File: src/freq_ctrl_cfg.svh
// constants for the frequency program / watchdog recovery block
// assumes a 125 MHz system clock and byte-wide register access
`ifndef FREQ_CTRL_CFG_SVH
`define FREQ_CTRL_CFG_SVH

// ==========================================
// register offsets (command code low bits)
`define OFS_WDOG_CTRL      7'h0e
`define OFS_WDOG_TIMER     7'h0f
`define OFS_SPARE_SIXTEEN  7'h10
`define OFS_SPARE_SEVNTEEN 7'h11
`define OFS_RECOV_NUM      7'h12
`define OFS_RECOV_DEN      7'h13
`define OFS_CPU_NUM        7'h14
`define OFS_CPU_DEN        7'h15
`define OFS_FACTORY_TEST   7'h16
`define OFS_FREQ_SELECT    7'h00

// ==========================================
// reset values
`define RST_FACTORY_TEST   8'h03
`define RST_WDOG_TIMER     5'h1f
`define RST_ZERO_BYTE      8'h00

// ==========================================
// field positions
`define BIT_TOP            7
`define BIT_OVERRIDE       3
`define BIT_RST_ON_TO      4
`define BIT_RST_ON_CHG     3
`define BIT_TO_FLAG        2
`define BIT_WATCHDOG_ENABLE          1
`define BIT_SCALE          5

// ==========================================
// timing
`define STEP_SHORT_MS      150
`define STEP_LONG_MS       2500
`define CLK_KHZ            125000
`define RESET_PULSE_CYC    8'h10

`endif

File: src/freq_ctrl_pkg.sv
// types for the frequency program / watchdog recovery block
// assumes the cfg header supplies the numeric constants
`default_nettype none
package freq_ctrl_pkg;
	// ==========================================
	// frequency source in effect
	typedef enum logic [1:0] {src_strap, src_soft, src_prog, src_recov} freq_src_e;
	// watchdog states
	typedef enum logic [1:0] {wd_idle, wd_armed, wd_count, wd_locked} wd_state_e;
	// frequency setting handed to the synthesizer
	typedef struct packed {
		logic [4:0] gear_code;
		logic [7:0] numerator;
		logic [6:0] denominator;
		logic       prog_mode;
	} freq_word_s;
	// register write strobe with data
	typedef struct packed {
		logic       we;
		logic [6:0] addr;
		logic [7:0] data;
	} reg_wr_s;
endpackage
`default_nettype wire

File: src/freq_ctrl.sv
// frequency selection, watchdog and recovery control
// assumes an smbus engine hands over byte writes and reads by offset,
// strap pins are stable during reset, and reset is synchronous
// ==========================================
// Overview of operation
// - recovery source: strap or recovery pair
// - recovery frequency from recovery num/den
// - non-prog mode: strap or soft code
// - prog mode: gear*(n+3)/(m+3)
// - gear and ratio from soft or strap
// - num or den write loads new frequency
// - enable cleared: stop, reload, unlock
// - enabled watchdog counts after frequency change
// - time-out: reset, recovery frequency, lock
// - locked: ignore frequency-changing writes
// - flag reads one after time-out; write-one clears
// - five-bit value, 150 ms or 2.5 s steps
// - count reaching zero sets flag
// - time-out reset only if enabled
// - change reset only if enabled
// - soft code uses gear 48.000741 table
`include "freq_ctrl_cfg.svh"
`default_nettype none
module freq_ctrl
	import freq_ctrl_pkg::*;
#(
	parameter int unsigned STEP_SHORT_CYC = `STEP_SHORT_MS * `CLK_KHZ,
	parameter int unsigned STEP_LONG_CYC  = `STEP_LONG_MS * `CLK_KHZ
) (
	input  wire logic       clk_sys,
	input  wire logic       rst,
	input  wire logic [3:0] strap_freq_code,
	input  wire reg_wr_s    reg_wr,
	input  wire logic [6:0] rd_addr,
	output var  logic [7:0] rd_data,
	output var  freq_word_s freq_word,
	output var  logic       freq_load,
	output var  logic       sys_reset_n_oe,
	output var  logic       recovery_active
);
	// ==========================================
	// registers
	logic [3:0] strap_reg;        // latched strap code
	logic       strap_taken_reg;  // strap caught after reset release
	logic [7:0] freq_sel_reg;     // override and soft code
	logic [7:0] wd_ctrl_reg;      // reset enables and watchdog enable
	logic       to_flag_reg;      // sticky time-out flag
	logic [4:0] wd_timeout_reg;   // time-out value
	logic       scale_reg;        // step select
	logic [7:0] recov_num_reg;    // recovery numerator
	logic [7:0] recov_den_reg;    // recovery source and denominator
	logic [7:0] cpu_num_reg;      // cpu numerator
	logic [7:0] cpu_den_reg;      // prog enable and cpu denominator
	logic [7:0] factory_reg;      // factory test byte
	wd_state_e  wd_state_reg;     // watchdog state
	logic [4:0] wd_count_reg;     // remaining steps
	logic [31:0] pre_count_reg;   // prescale counter
	logic [7:0] rst_pulse_reg;    // remaining reset pulse cycles
	logic       change_reg;       // frequency change one cycle late

	// ==========================================
	// write decode
	wire locked        = (wd_state_reg == wd_locked);
	wire wr_sel        = reg_wr.we && reg_wr.addr == `OFS_FREQ_SELECT;
	wire wr_wdc        = reg_wr.we && reg_wr.addr == `OFS_WDOG_CTRL;
	wire wr_wdt        = reg_wr.we && reg_wr.addr == `OFS_WDOG_TIMER;
	wire wr_rnum       = reg_wr.we && reg_wr.addr == `OFS_RECOV_NUM;
	wire wr_rden       = reg_wr.we && reg_wr.addr == `OFS_RECOV_DEN;
	wire wr_cnum       = reg_wr.we && reg_wr.addr == `OFS_CPU_NUM;
	wire wr_cden       = reg_wr.we && reg_wr.addr == `OFS_CPU_DEN;
	wire wr_fact       = reg_wr.we && reg_wr.addr == `OFS_FACTORY_TEST;
	// frequency-affecting writes are dropped while locked
	wire sel_ok        = wr_sel && !locked;
	wire cpu_pair_ok   = (wr_cnum || wr_cden) && !locked;
	wire rec_pair_ok   = (wr_rnum || wr_rden) && !locked;
	// values the registers take at this edge, so a load carries the new setting
	// rather than the one the write is replacing
	wire [7:0] sel_next       = sel_ok ? reg_wr.data : freq_sel_reg;
	wire [7:0] recov_num_next = (wr_rnum && !locked) ? reg_wr.data : recov_num_reg;
	wire [7:0] recov_den_next = (wr_rden && !locked) ? reg_wr.data : recov_den_reg;
	wire [7:0] cpu_num_next   = (wr_cnum && !locked) ? reg_wr.data : cpu_num_reg;
	wire [7:0] cpu_den_next   = (wr_cden && !locked) ? reg_wr.data : cpu_den_reg;
	// strap pins used directly until the latch has caught them
	wire [3:0] strap_now      = strap_taken_reg ? strap_reg : strap_freq_code;
	wire override      = sel_next[`BIT_OVERRIDE];
	// soft code bits are scattered in the select byte
	wire [4:0] soft_code = {sel_next[2:1], sel_next[6:4]};
	wire prog_en       = cpu_den_next[`BIT_TOP];
	wire recov_pair    = recov_den_next[`BIT_TOP];
	wire watchdog_enable         = wd_ctrl_reg[`BIT_WATCHDOG_ENABLE];
	wire watchdog_enable_clear   = wr_wdc && !reg_wr.data[`BIT_WATCHDOG_ENABLE];
	// gear and ratio code: soft code or strap widened to five bits
	wire [4:0] ratio_code = override ? soft_code : {1'b1, strap_now};
	wire [31:0] step_cyc  = scale_reg ? STEP_LONG_CYC : STEP_SHORT_CYC;
	wire pre_tick      = (pre_count_reg == step_cyc - 32'd1);
	wire timeout       = (wd_state_reg == wd_count) && pre_tick
		&& (wd_count_reg <= 5'h01);
	wire freq_change   = sel_ok || cpu_pair_ok || rec_pair_ok;

	// ==========================================
	// frequency word selection
	freq_word_s word_next;
	always_comb begin
		word_next = '0;
		if (timeout || locked) begin
			// recovery source chosen at time-out
			if (recov_pair) begin
				word_next.prog_mode   = 1'b1;
				word_next.numerator   = recov_num_next;
				word_next.denominator = recov_den_next[6:0];
				word_next.gear_code   = ratio_code;
			end else begin
				word_next.gear_code   = {1'b1, strap_now};
			end
		end else if (prog_en) begin
			// fcpu = gear * (n+3)/(m+3) done in the synthesizer
			word_next.prog_mode   = 1'b1;
			word_next.numerator   = cpu_num_next;
			word_next.denominator = cpu_den_next[6:0];
			word_next.gear_code   = ratio_code;
		end else begin
			word_next.gear_code = override ? soft_code : {1'b1, strap_now};
		end
	end

	// ==========================================
	// strap latch, caught on first cycle after reset
	always_ff @(posedge clk_sys) begin
		if (rst) begin
			strap_taken_reg <= 1'b0;
			strap_reg       <= 4'h0;
		end else if (!strap_taken_reg) begin
			strap_taken_reg <= 1'b1;
			strap_reg       <= strap_freq_code;
		end
	end

	// ==========================================
	// frequency-related registers
	always_ff @(posedge clk_sys) begin
		if (rst) begin
			freq_sel_reg  <= `RST_ZERO_BYTE;
			recov_num_reg <= `RST_ZERO_BYTE;
			recov_den_reg <= `RST_ZERO_BYTE;
			cpu_num_reg   <= `RST_ZERO_BYTE;
			cpu_den_reg   <= `RST_ZERO_BYTE;
			factory_reg   <= `RST_FACTORY_TEST;
		end else begin
			if (sel_ok)
				freq_sel_reg <= reg_wr.data;
			if (wr_rnum && !locked)
				recov_num_reg <= reg_wr.data;
			if (wr_rden && !locked)
				recov_den_reg <= reg_wr.data;
			if (wr_cnum && !locked)
				cpu_num_reg <= reg_wr.data;
			if (wr_cden && !locked)
				cpu_den_reg <= reg_wr.data;
			if (wr_fact)
				factory_reg <= reg_wr.data;
		end
	end

	// ==========================================
	// watchdog control registers and sticky flag
	always_ff @(posedge clk_sys) begin
		if (rst) begin
			wd_ctrl_reg    <= `RST_ZERO_BYTE;
			to_flag_reg    <= 1'b0;
			wd_timeout_reg <= `RST_WDOG_TIMER;
			scale_reg      <= 1'b0;
		end else begin
			if (wr_wdc)
				wd_ctrl_reg <= reg_wr.data;
			// set wins over a same-cycle clear
			if (timeout)
				to_flag_reg <= 1'b1;
			else if (wr_wdc && reg_wr.data[`BIT_TO_FLAG])
				to_flag_reg <= 1'b0;
			if (wr_wdt) begin
				wd_timeout_reg <= reg_wr.data[4:0];
				scale_reg      <= reg_wr.data[`BIT_SCALE];
			end
		end
	end

	// ==========================================
	// watchdog state machine
	always_ff @(posedge clk_sys) begin
		if (rst || watchdog_enable_clear) begin
			wd_state_reg  <= wd_idle;
			wd_count_reg  <= wd_timeout_reg;
			pre_count_reg <= '0;
		end else begin
			case (wd_state_reg)
				wd_idle: begin
					if (watchdog_enable || (wr_wdc && reg_wr.data[`BIT_WATCHDOG_ENABLE]))
						wd_state_reg <= wd_armed;
					wd_count_reg  <= wd_timeout_reg;
					pre_count_reg <= '0;
				end
				wd_armed: begin
					// count starts only once the frequency moved
					wd_count_reg <= wd_timeout_reg;
					if (change_reg)
						wd_state_reg <= wd_count;
				end
				wd_count: begin
					if (pre_tick) begin
						pre_count_reg <= '0;
						wd_count_reg  <= wd_count_reg - 5'h01;
						if (wd_count_reg <= 5'h01)
							wd_state_reg <= wd_locked;
					end else begin
						pre_count_reg <= pre_count_reg + 32'd1;
					end
				end
				wd_locked: begin
					// held until software clears the enable
					wd_state_reg <= wd_locked;
				end
				default: wd_state_reg <= wd_idle;
			endcase
		end
	end

	// ==========================================
	// outputs: frequency word, load strobe, reset pulse
	always_ff @(posedge clk_sys) begin
		if (rst) begin
			freq_word       <= '0;
			freq_load       <= 1'b0;
			change_reg      <= 1'b0;
			rst_pulse_reg   <= 8'h00;
			sys_reset_n_oe  <= 1'b0;
			recovery_active <= 1'b0;
		end else begin
			change_reg      <= freq_change || timeout;
			freq_load       <= freq_change || timeout;
			// clearing the enable unlocks at once, even in the time-out cycle
			recovery_active <= (locked || timeout) && !watchdog_enable_clear;
			if (freq_change || timeout || !strap_taken_reg)
				freq_word <= word_next;
			// reset pulse loads on time-out or after a change
			if ((timeout && wd_ctrl_reg[`BIT_RST_ON_TO])
				|| (change_reg && !timeout && wd_ctrl_reg[`BIT_RST_ON_CHG]))
				rst_pulse_reg <= `RESET_PULSE_CYC;
			else if (rst_pulse_reg != 8'h00)
				rst_pulse_reg <= rst_pulse_reg - 8'h01;
			sys_reset_n_oe <= (rst_pulse_reg != 8'h00);
		end
	end

	// ==========================================
	// read mux
	logic [7:0] rd_next;
	always_comb begin
		if (rd_addr == `OFS_FREQ_SELECT)
			rd_next = freq_sel_reg;
		else if (rd_addr == `OFS_WDOG_CTRL)
			rd_next = {wd_ctrl_reg[7:3], to_flag_reg, wd_ctrl_reg[1:0]};
		else if (rd_addr == `OFS_WDOG_TIMER)
			rd_next = {2'b00, scale_reg, wd_timeout_reg};
		else if (rd_addr == `OFS_RECOV_NUM)
			rd_next = recov_num_reg;
		else if (rd_addr == `OFS_RECOV_DEN)
			rd_next = recov_den_reg;
		else if (rd_addr == `OFS_CPU_NUM)
			rd_next = cpu_num_reg;
		else if (rd_addr == `OFS_CPU_DEN)
			rd_next = cpu_den_reg;
		else if (rd_addr == `OFS_FACTORY_TEST)
			rd_next = factory_reg;
		else
			rd_next = 8'h00;  // spare bytes and unmapped read zero
	end

	always_ff @(posedge clk_sys) begin
		if (rst)
			rd_data <= 8'h00;
		else
			rd_data <= rd_next;
	end
endmodule
`default_nettype wire

File: config.mk
export PLATFORM = sky130hd
export DESIGN_NAME = freq_ctrl
export DESIGN_NICKNAME = d
export VERILOG_FILES = /design/src/freq_ctrl_pkg.sv /design/src/freq_ctrl.sv
export VERILOG_INCLUDE_DIRS = /design/src
export SDC_FILE = /design/constraint.sdc
export NUM_CORES = 1
export LEC_CHECK = 0
export ABC_AREA = 1
export BUFFER_PORTS_ARGS = -buffer_cell sky130_fd_sc_hd__buf_4
export CAP_MARGIN = 20
export CORE_ASPECT_RATIO = 1.25
export CORE_MARGIN = 2
export CORE_UTILIZATION = 31
export DETAILED_ROUTE_END_ITERATION = 6
export GPL_ROUTABILITY_DRIVEN = 0
export PLACE_DENSITY = 0.48
export SLEW_MARGIN = 20
export SYNTH_ARGS = -nofsm -noshare
export SYNTH_HDL_FRONTEND = slang
export SYNTH_SLANG_ARGS = --single-unit
File: constraint.sdc
create_clock -name clk_sys -period 3 [get_ports clk_sys]
set_input_delay 0.15 -clock clk_sys [delete_from_list [all_inputs] [get_ports clk_sys]]
set_output_delay 0.15 -clock clk_sys [all_outputs]
set_load 0.02 [all_outputs]
* Word level (Yosys, flattened, before mapping) *
Index checks and enable logic that the tools add are counted.

storage, ports and cells
  latch bits = 0
  register bits after elaboration = 147
  memories kept = 0
  output and inout port bits = 32
  input port bits = 29
  logic and storage cells = 140
  memory bits (writable) = 0
  bits in read-only memories = 0

operators by class
  add/sub/neg operators = 4
  shifts and indexed selects = 0
  reductions and logical operators = 51
  multiply operators = 0
  $lt $le $gt $ge = 1
  bitwise operators = 0
  div/mod/pow operators = 0
  muxes and demuxes = 35
  eq/ne operators = 23

operators with widths
  cell                                                                               count
  8-bit two-way mux                                                                  12
  7-bit by 5-bit == test with 1-bit output (second input constant)                   10
  32-bit one-hot mux with 2 select lines                                             1
  32-bit by 1-bit adder with 32-bit output (second input constant)                   1
  32-bit == test                                                                     1
  16-bit two-way mux                                                                 2
  32-bit two-way mux                                                                 1
  5-bit two-way mux                                                                  6
  29-bit by 1-bit subtractor with 30-bit output (second input constant)              1
  29-bit two-way mux                                                                 1
  7-bit by 4-bit == test with 1-bit output (second input constant)                   4
  1-bit logical AND                                                                  24
  21-bit two-way mux                                                                 1
  7-bit zero test                                                                    2
  1-bit logical OR                                                                   10
  5-bit one-hot mux with 2 select lines                                              1
  2-bit two-way mux                                                                  4
  2-bit one-hot mux with 4 select lines                                              1
  8-bit nonzero test                                                                 1
  8-bit by 1-bit subtractor with 8-bit output (second input constant)                1
  7-bit two-way mux                                                                  1
  2-bit != test (second input constant)                                              3
  2-bit nonzero test                                                                 3
  5-bit by 1-bit less-or-equal comparator with 1-bit output (second input constant)  1
  13 further kinds                                                                   21

* Depth between registers and ports, before layout *
  depth in word-level cells = 10
  depth in mapped cells = 16
  gate-level depth less buffers = 14

* Least setup slack after synthesis *
OpenSTA, ideal clock, no wires.

  kind = reg-to-reg
  start point = reg pre_count_reg[1]
  end point = reg wd_count_reg[0] (enable)
  setup time = 374 ps
  stages on the path, launching flop included = 11
  clock period less this slack = 2,212 ps
  path buffers = 1
  path slack = 788 ps
  arrival = 1,838 ps
  required time = 2,626 ps
  cell sequence = dfxtp_1 > ha_1 > inv_1 > nor3_1 > nand4_1 > nor2_1 > nand3_1 > nand2_1 > inv_1 > buf_2 > o21ai_0

on the way
  longest elaborated chain between the ends = 3

ends and longest elaborated chain
  element                                                    line              source
  start: declaration                                         freq_ctrl.sv:57   logic [31:0] pre_count_reg;
  start signal: assignment                                   freq_ctrl.sv:215  pre_count_reg <= pre_count_reg + 32'd1;
  32-bit == test                                             freq_ctrl.sv:95   wire pre_tick = (pre_count_reg == step_cyc - 32'd1);
  3-bit by 2-bit != test with 1-bit output (no source line)  -
  2-bit AND reduction (no source line)                       -
  end signal: assignment                                     freq_ctrl.sv:192  wd_count_reg <= wd_timeout_reg;
  end signal: assignment                                     freq_ctrl.sv:199  wd_count_reg <= wd_timeout_reg;
  end signal: assignment                                     freq_ctrl.sv:204  wd_count_reg <= wd_timeout_reg;
  end: declaration                                           freq_ctrl.sv:56   logic [4:0] wd_count_reg;

Every way passes these cells.
A chain may end at the register's enable or synchronous reset.

* Worst setup path after layout *
  start point = reg scale_reg
  end point = reg freq_word[9] in the netlist's numbering

on the way
  longest elaborated chain between the ends = 7
  elaborated cells on any way between the ends = 9
  those cells by class = add/sub (1); eq/ne (1); mux (2); reduce/logical (5)

ends and longest elaborated chain
  element                                                        line                                source
  start: declaration                                             freq_ctrl.sv:49                     logic scale_reg;
  start signal: assignment                                       freq_ctrl.sv:182                    scale_reg <= reg_wr.data[`BIT_SCALE];
  29-bit two-way mux (*)                                         freq_ctrl.sv:94                     wire [31:0] step_cyc = scale_reg ? STEP_LONG_CYC : STEP_SHORT_CYC;
  29-bit by 1-bit subtractor with 30-bit output (*)              freq_ctrl.sv:95
  32-bit == test (*)                                             freq_ctrl.sv:95
  1-bit logical AND (*)                                          freq_ctrl.sv:96                     wire timeout = (wd_state_reg == wd_count) && pre_tick
  1-bit logical AND (*)                                          freq_ctrl.sv:97                     && (wd_count_reg <= 5'h01);
  1-bit logical OR (on tied branches)                            freq_ctrl.sv:105, freq_ctrl.sv:242
  21-bit two-way mux / 1-bit logical OR (equally long branches)  freq_ctrl.sv:105, freq_ctrl.sv:242
  end signal: assignment                                         freq_ctrl.sv:243                    freq_word <= word_next;
  end: declaration                                               freq_ctrl.sv:36                     output var freq_word_s freq_word,

Mark *: on every way between the ends. The rest lies on a longest branch, timed or not.

==> flow_summary_export.csv <==
group,metric,value,unit
grt,globalRouteOverflowTotal,0,
clocking,cts.hold.buffers_added,0,
finish,flip_flop_count_of_the_largest_register_after_layout,32,
grt,grt_pass1_vias,7580,
clocking,cts_buffers,17,
die,placementRows,66,
route,drt-vias-per-instance,4.82,
die,die_width,150,um
worst_setup_path,cp.arrival,2740,ps
logic_synthesis,syn_area_per_cell,6.51,sq um
die,effective_utilization_at_floorplan,31.7,%
sta,final_period_minus_worst_setup_slack,2420,ps
grt,grt_first_pass_wirelength,42000,um
die,die_area,28000,sq um
logic_synthesis,yosys-mux-area-fraction,0.273,%
route,num_vias,8018,
logic_synthesis,synth_top_area_share,34.2,%
place,io_buffer_count,60,
sta,max_freq,413,MHz
route,antenna_left,0,
worst_setup_path,r2r-start,"scale_reg",
worst_setup_path,crit_end,"freq_word[9]",
hold_path,hold_class,"primary input to flop",
sta,report.final.slew_viol_count,0,
pwr,pwr_density_cell,514,nW/um^2
place,dp_hpwl,19800,um
die,io_pins,61,
pwr,vdd.ir_drop.worst,344,uV
logic_synthesis,synth_ff_type,"sky130_fd_sc_hd__dfxtp_1",
finish,mostFrequentLayoutCell,"sky130_fd_sc_hd__nand2_1",
logic_synthesis,yosys.area_share.xor_xnor,2.44,%
route,drtPass1Iterations,6,
grt,grt_antenna_before_repair,0,
clocking,tritoncts,"yes",
route,routed_wire_length_per_instance,15.8,um
clocking,cts_repair_resized_insts,0,
clocking,bufs_on_longest_clock_path,2,
logic_synthesis,simple_gate_fraction_of_synth_area,36.6,%
finish,diodes,0,
die,die_h,187,um
worst_setup_path,setup.worst_path.class,"flop to flop",
clocking,cts_num_sinks,146,
sta,post_route_clock_period_utilization,80.7,%
route,wl_met1,11400,um
place,place_inst,1632,
route,drt-initial-drc-count,478,
route,routed_wl,26300,um
worst_setup_path,critical_path.slowest_cell,"sky130_fd_sc_hd__dfxtp_1",
worst_setup_path,crit_path_end_kind,"flop",
finish,layout-area-overhead-vs-synth,15.9,%
clocking,postCtsSetupRepairBufs,0,
finish,fillCellCount,2881,
finish,area.sequential,2970,sq um
clocking,path_clk_slew,60,ps
worst_setup_path,reg2reg_setup_slack,580,ps
finish,layout-drive-gt1-share,12.6,%
place,postPlaceCellArea,8990,sq um
logic_synthesis,post_synth_instance_area,8260,sq um
grt,grtUsageTotal,19.3,%
worst_setup_path,worst_path_largest_cell_delay,610,ps
logic_synthesis,synthCells,1269,
route,dr_wl_met2,12800,um
route,top_layer,"met4",
die,core_region_area,26100,sq um
logic_synthesis,yosys_register_bits,146,
worst_setup_path,crit_path_max_fanout,38,
sta,timing_hold_violations_final,0,
logic_synthesis,synth.top_cells.by_area,"sky130_fd_sc_hd__dfxtp_1, sky130_fd_sc_hd__nand2_1, sky130_fd_sc_hd__nor2_1",
sta,worst-slew-pin-transition,654,ps
worst_setup_path,crit_path_cell_trace,"buf_4 -> nand2_1 -> nor2_1 -> a21oi_1 -> nor2_4 -> nand3_4 -> nand3_2 -> buf_4 -> nand2_1 -> nor2_2 -> nor2_2",
finish,nets,1345,
logic_synthesis,synth-edff-count,5,
clocking,htree_num_levels,4,
logic_synthesis,synth.largest_area_cell,"sky130_fd_sc_hd__dfxtp_1",
finish,final_cell_area,9570,sq um
logic_synthesis,synth.net_count,1303,
sta,rsz0062_at_grt,"no",
clocking,worst_skew_pair.late_latency,430,ps
logic_synthesis,synth-adder-area-share,0.757,%
logic_synthesis,async_flop_share,0,%
finish,mostFrequentLayoutCells,"sky130_fd_sc_hd__nand2_1, sky130_fd_sc_hd__nor2_1, sky130_fd_sc_hd__dfxtp_1, sky130_fd_sc_hd__inv_1, sky130_fd_sc_hd__nand3_1",
pwr,total_leakage_power,4.02,nW
finish,multi_input_area,4430,sq um
grt,grt_max_degree,58,
job,maxCapViolCount,0,
finish,layoutNonFillerInstCount,1662,
outcome,run_status,"finished clean",
logic_synthesis,main_combinational_cell_family_by_area_after_synthesis,"simple AND/OR/NAND/NOR gates",
logic_synthesis,synth_compound_area_share,13.4,%
sta,finalClockSkew,9.89,ps
clocking,clockRootBuffer,"sky130_fd_sc_hd__clkbuf_16",
logic_synthesis,yosys_warnings,0,
logic_synthesis,post_synth_num_cell_types,48,
worst_setup_path,critPathLaunchType,"flop",
worst_setup_path,cp.required,3320,ps
sta,final-setup-viol-count,0,
sta,fin_tns_setup,0,ps
worst_setup_path,crit_path_start,"scale_reg",
worst_setup_path,rr_worst_depth,11,
worst_setup_path,critical_path.reg2reg.endpoint,"freq_word[9]",
logic_synthesis,ys_seq_area_share,36.0,%
route,remaining_drc_errors,0,
route,route.met3.wl,966,um
sta,max_slew_margin,56.4,%
-- routing by layer --
metal / vias up / global-route usage, %
met5: - / 0
met1: 3611 / 23.2
li1: 4164 / -
met3: 59 / 3.25
met2: 184 / 33.3
met4: 0 / 9.07
-- layout make-up --
cell class / instances / share of cell area, %
Inverter: 156 / 6.17
Timing Repair Buffer: 77 / 6.04
Multi-Input combinational cell: 913 / 46.2
Clock inverter: 10 / 1.41
Sequential cell: 146 / 31.1
Tap cell: 340 / 4.44
Clock buffer: 20 / 4.67
-- stage by stage --
stage               hold slack (ps)  util [%]  total power [W]  setup WS [ps]
finish                         75.4      36.7          0.00492            580
global route                   60.8      36.7          0.00516            301
CTS                            50.4      36.7          0.00498            561
detailed placement              448      34.5          0.00281            578
global placement                448      34.5          0.00281            628
floorplan                       313         -          0.00260            788
-- report_power, final --
group          leakage [nW]  switching, W  internal [W]
clock network         0.282      0.000844       0.00132
logic                  2.56      0.000435      0.000245
registers              1.18     0.0000533       0.00203
total                  4.02       0.00133       0.00359
-- synth_stat cells (9+ instances only) --
master / count
sky130_fd_sc_hd__nand2_1: 308
sky130_fd_sc_hd__nand3_1: 98
sky130_fd_sc_hd__xor2_1: 13
sky130_fd_sc_hd__nor3_1: 33
sky130_fd_sc_hd__o211ai_1: 9
sky130_fd_sc_hd__nor2_2: 14
sky130_fd_sc_hd__a211oi_1: 10
sky130_fd_sc_hd__xnor2_1: 10
sky130_fd_sc_hd__dfxtp_1: 141
sky130_fd_sc_hd__inv_2: 13
sky130_fd_sc_hd__o21ai_0: 76
sky130_fd_sc_hd__inv_1: 140
sky130_fd_sc_hd__nor2_1: 163
sky130_fd_sc_hd__a21oi_1: 77
sky130_fd_sc_hd__clkbuf_1: 26
sky130_fd_sc_hd__buf_2: 20
sky130_fd_sc_hd__o21ai_1: 16
sky130_fd_sc_hd__nand4_1: 22
-- critical path: cells and delay by family, from the launching register on --
kind | cells | cell delay, ps
buf+inv | 2 | 630
flops | 1 | 610
compound gates | 1 | 100
simple gates | 8 | 950
-- worst min path at each step --
stage                          from               to  slack, ps  cells past startpoint
detailed placement  freq_sel_reg[0]  freq_sel_reg[0]        450                      2
global route              reg_wr[0]   wd_ctrl_reg[0]         60                      3
floorplan                 reg_wr[5]   factory_reg[5]        310                      2
CTS                       reg_wr[6]   wd_ctrl_reg[6]         50                      3
global placement     wd_ctrl_reg[7]   wd_ctrl_reg[7]        450                      2
finish                    reg_wr[6]   wd_ctrl_reg[6]         80                      3
-- logic make-up after synthesis --
logic type      after synthesis
simple gates                681
buf+inv                     210
compound gates              202
flops                       146
xor+xnor                     23
fa+ha+maj                     5
mux                           2
Note: power is estimated with default switching activity, not from simulation.
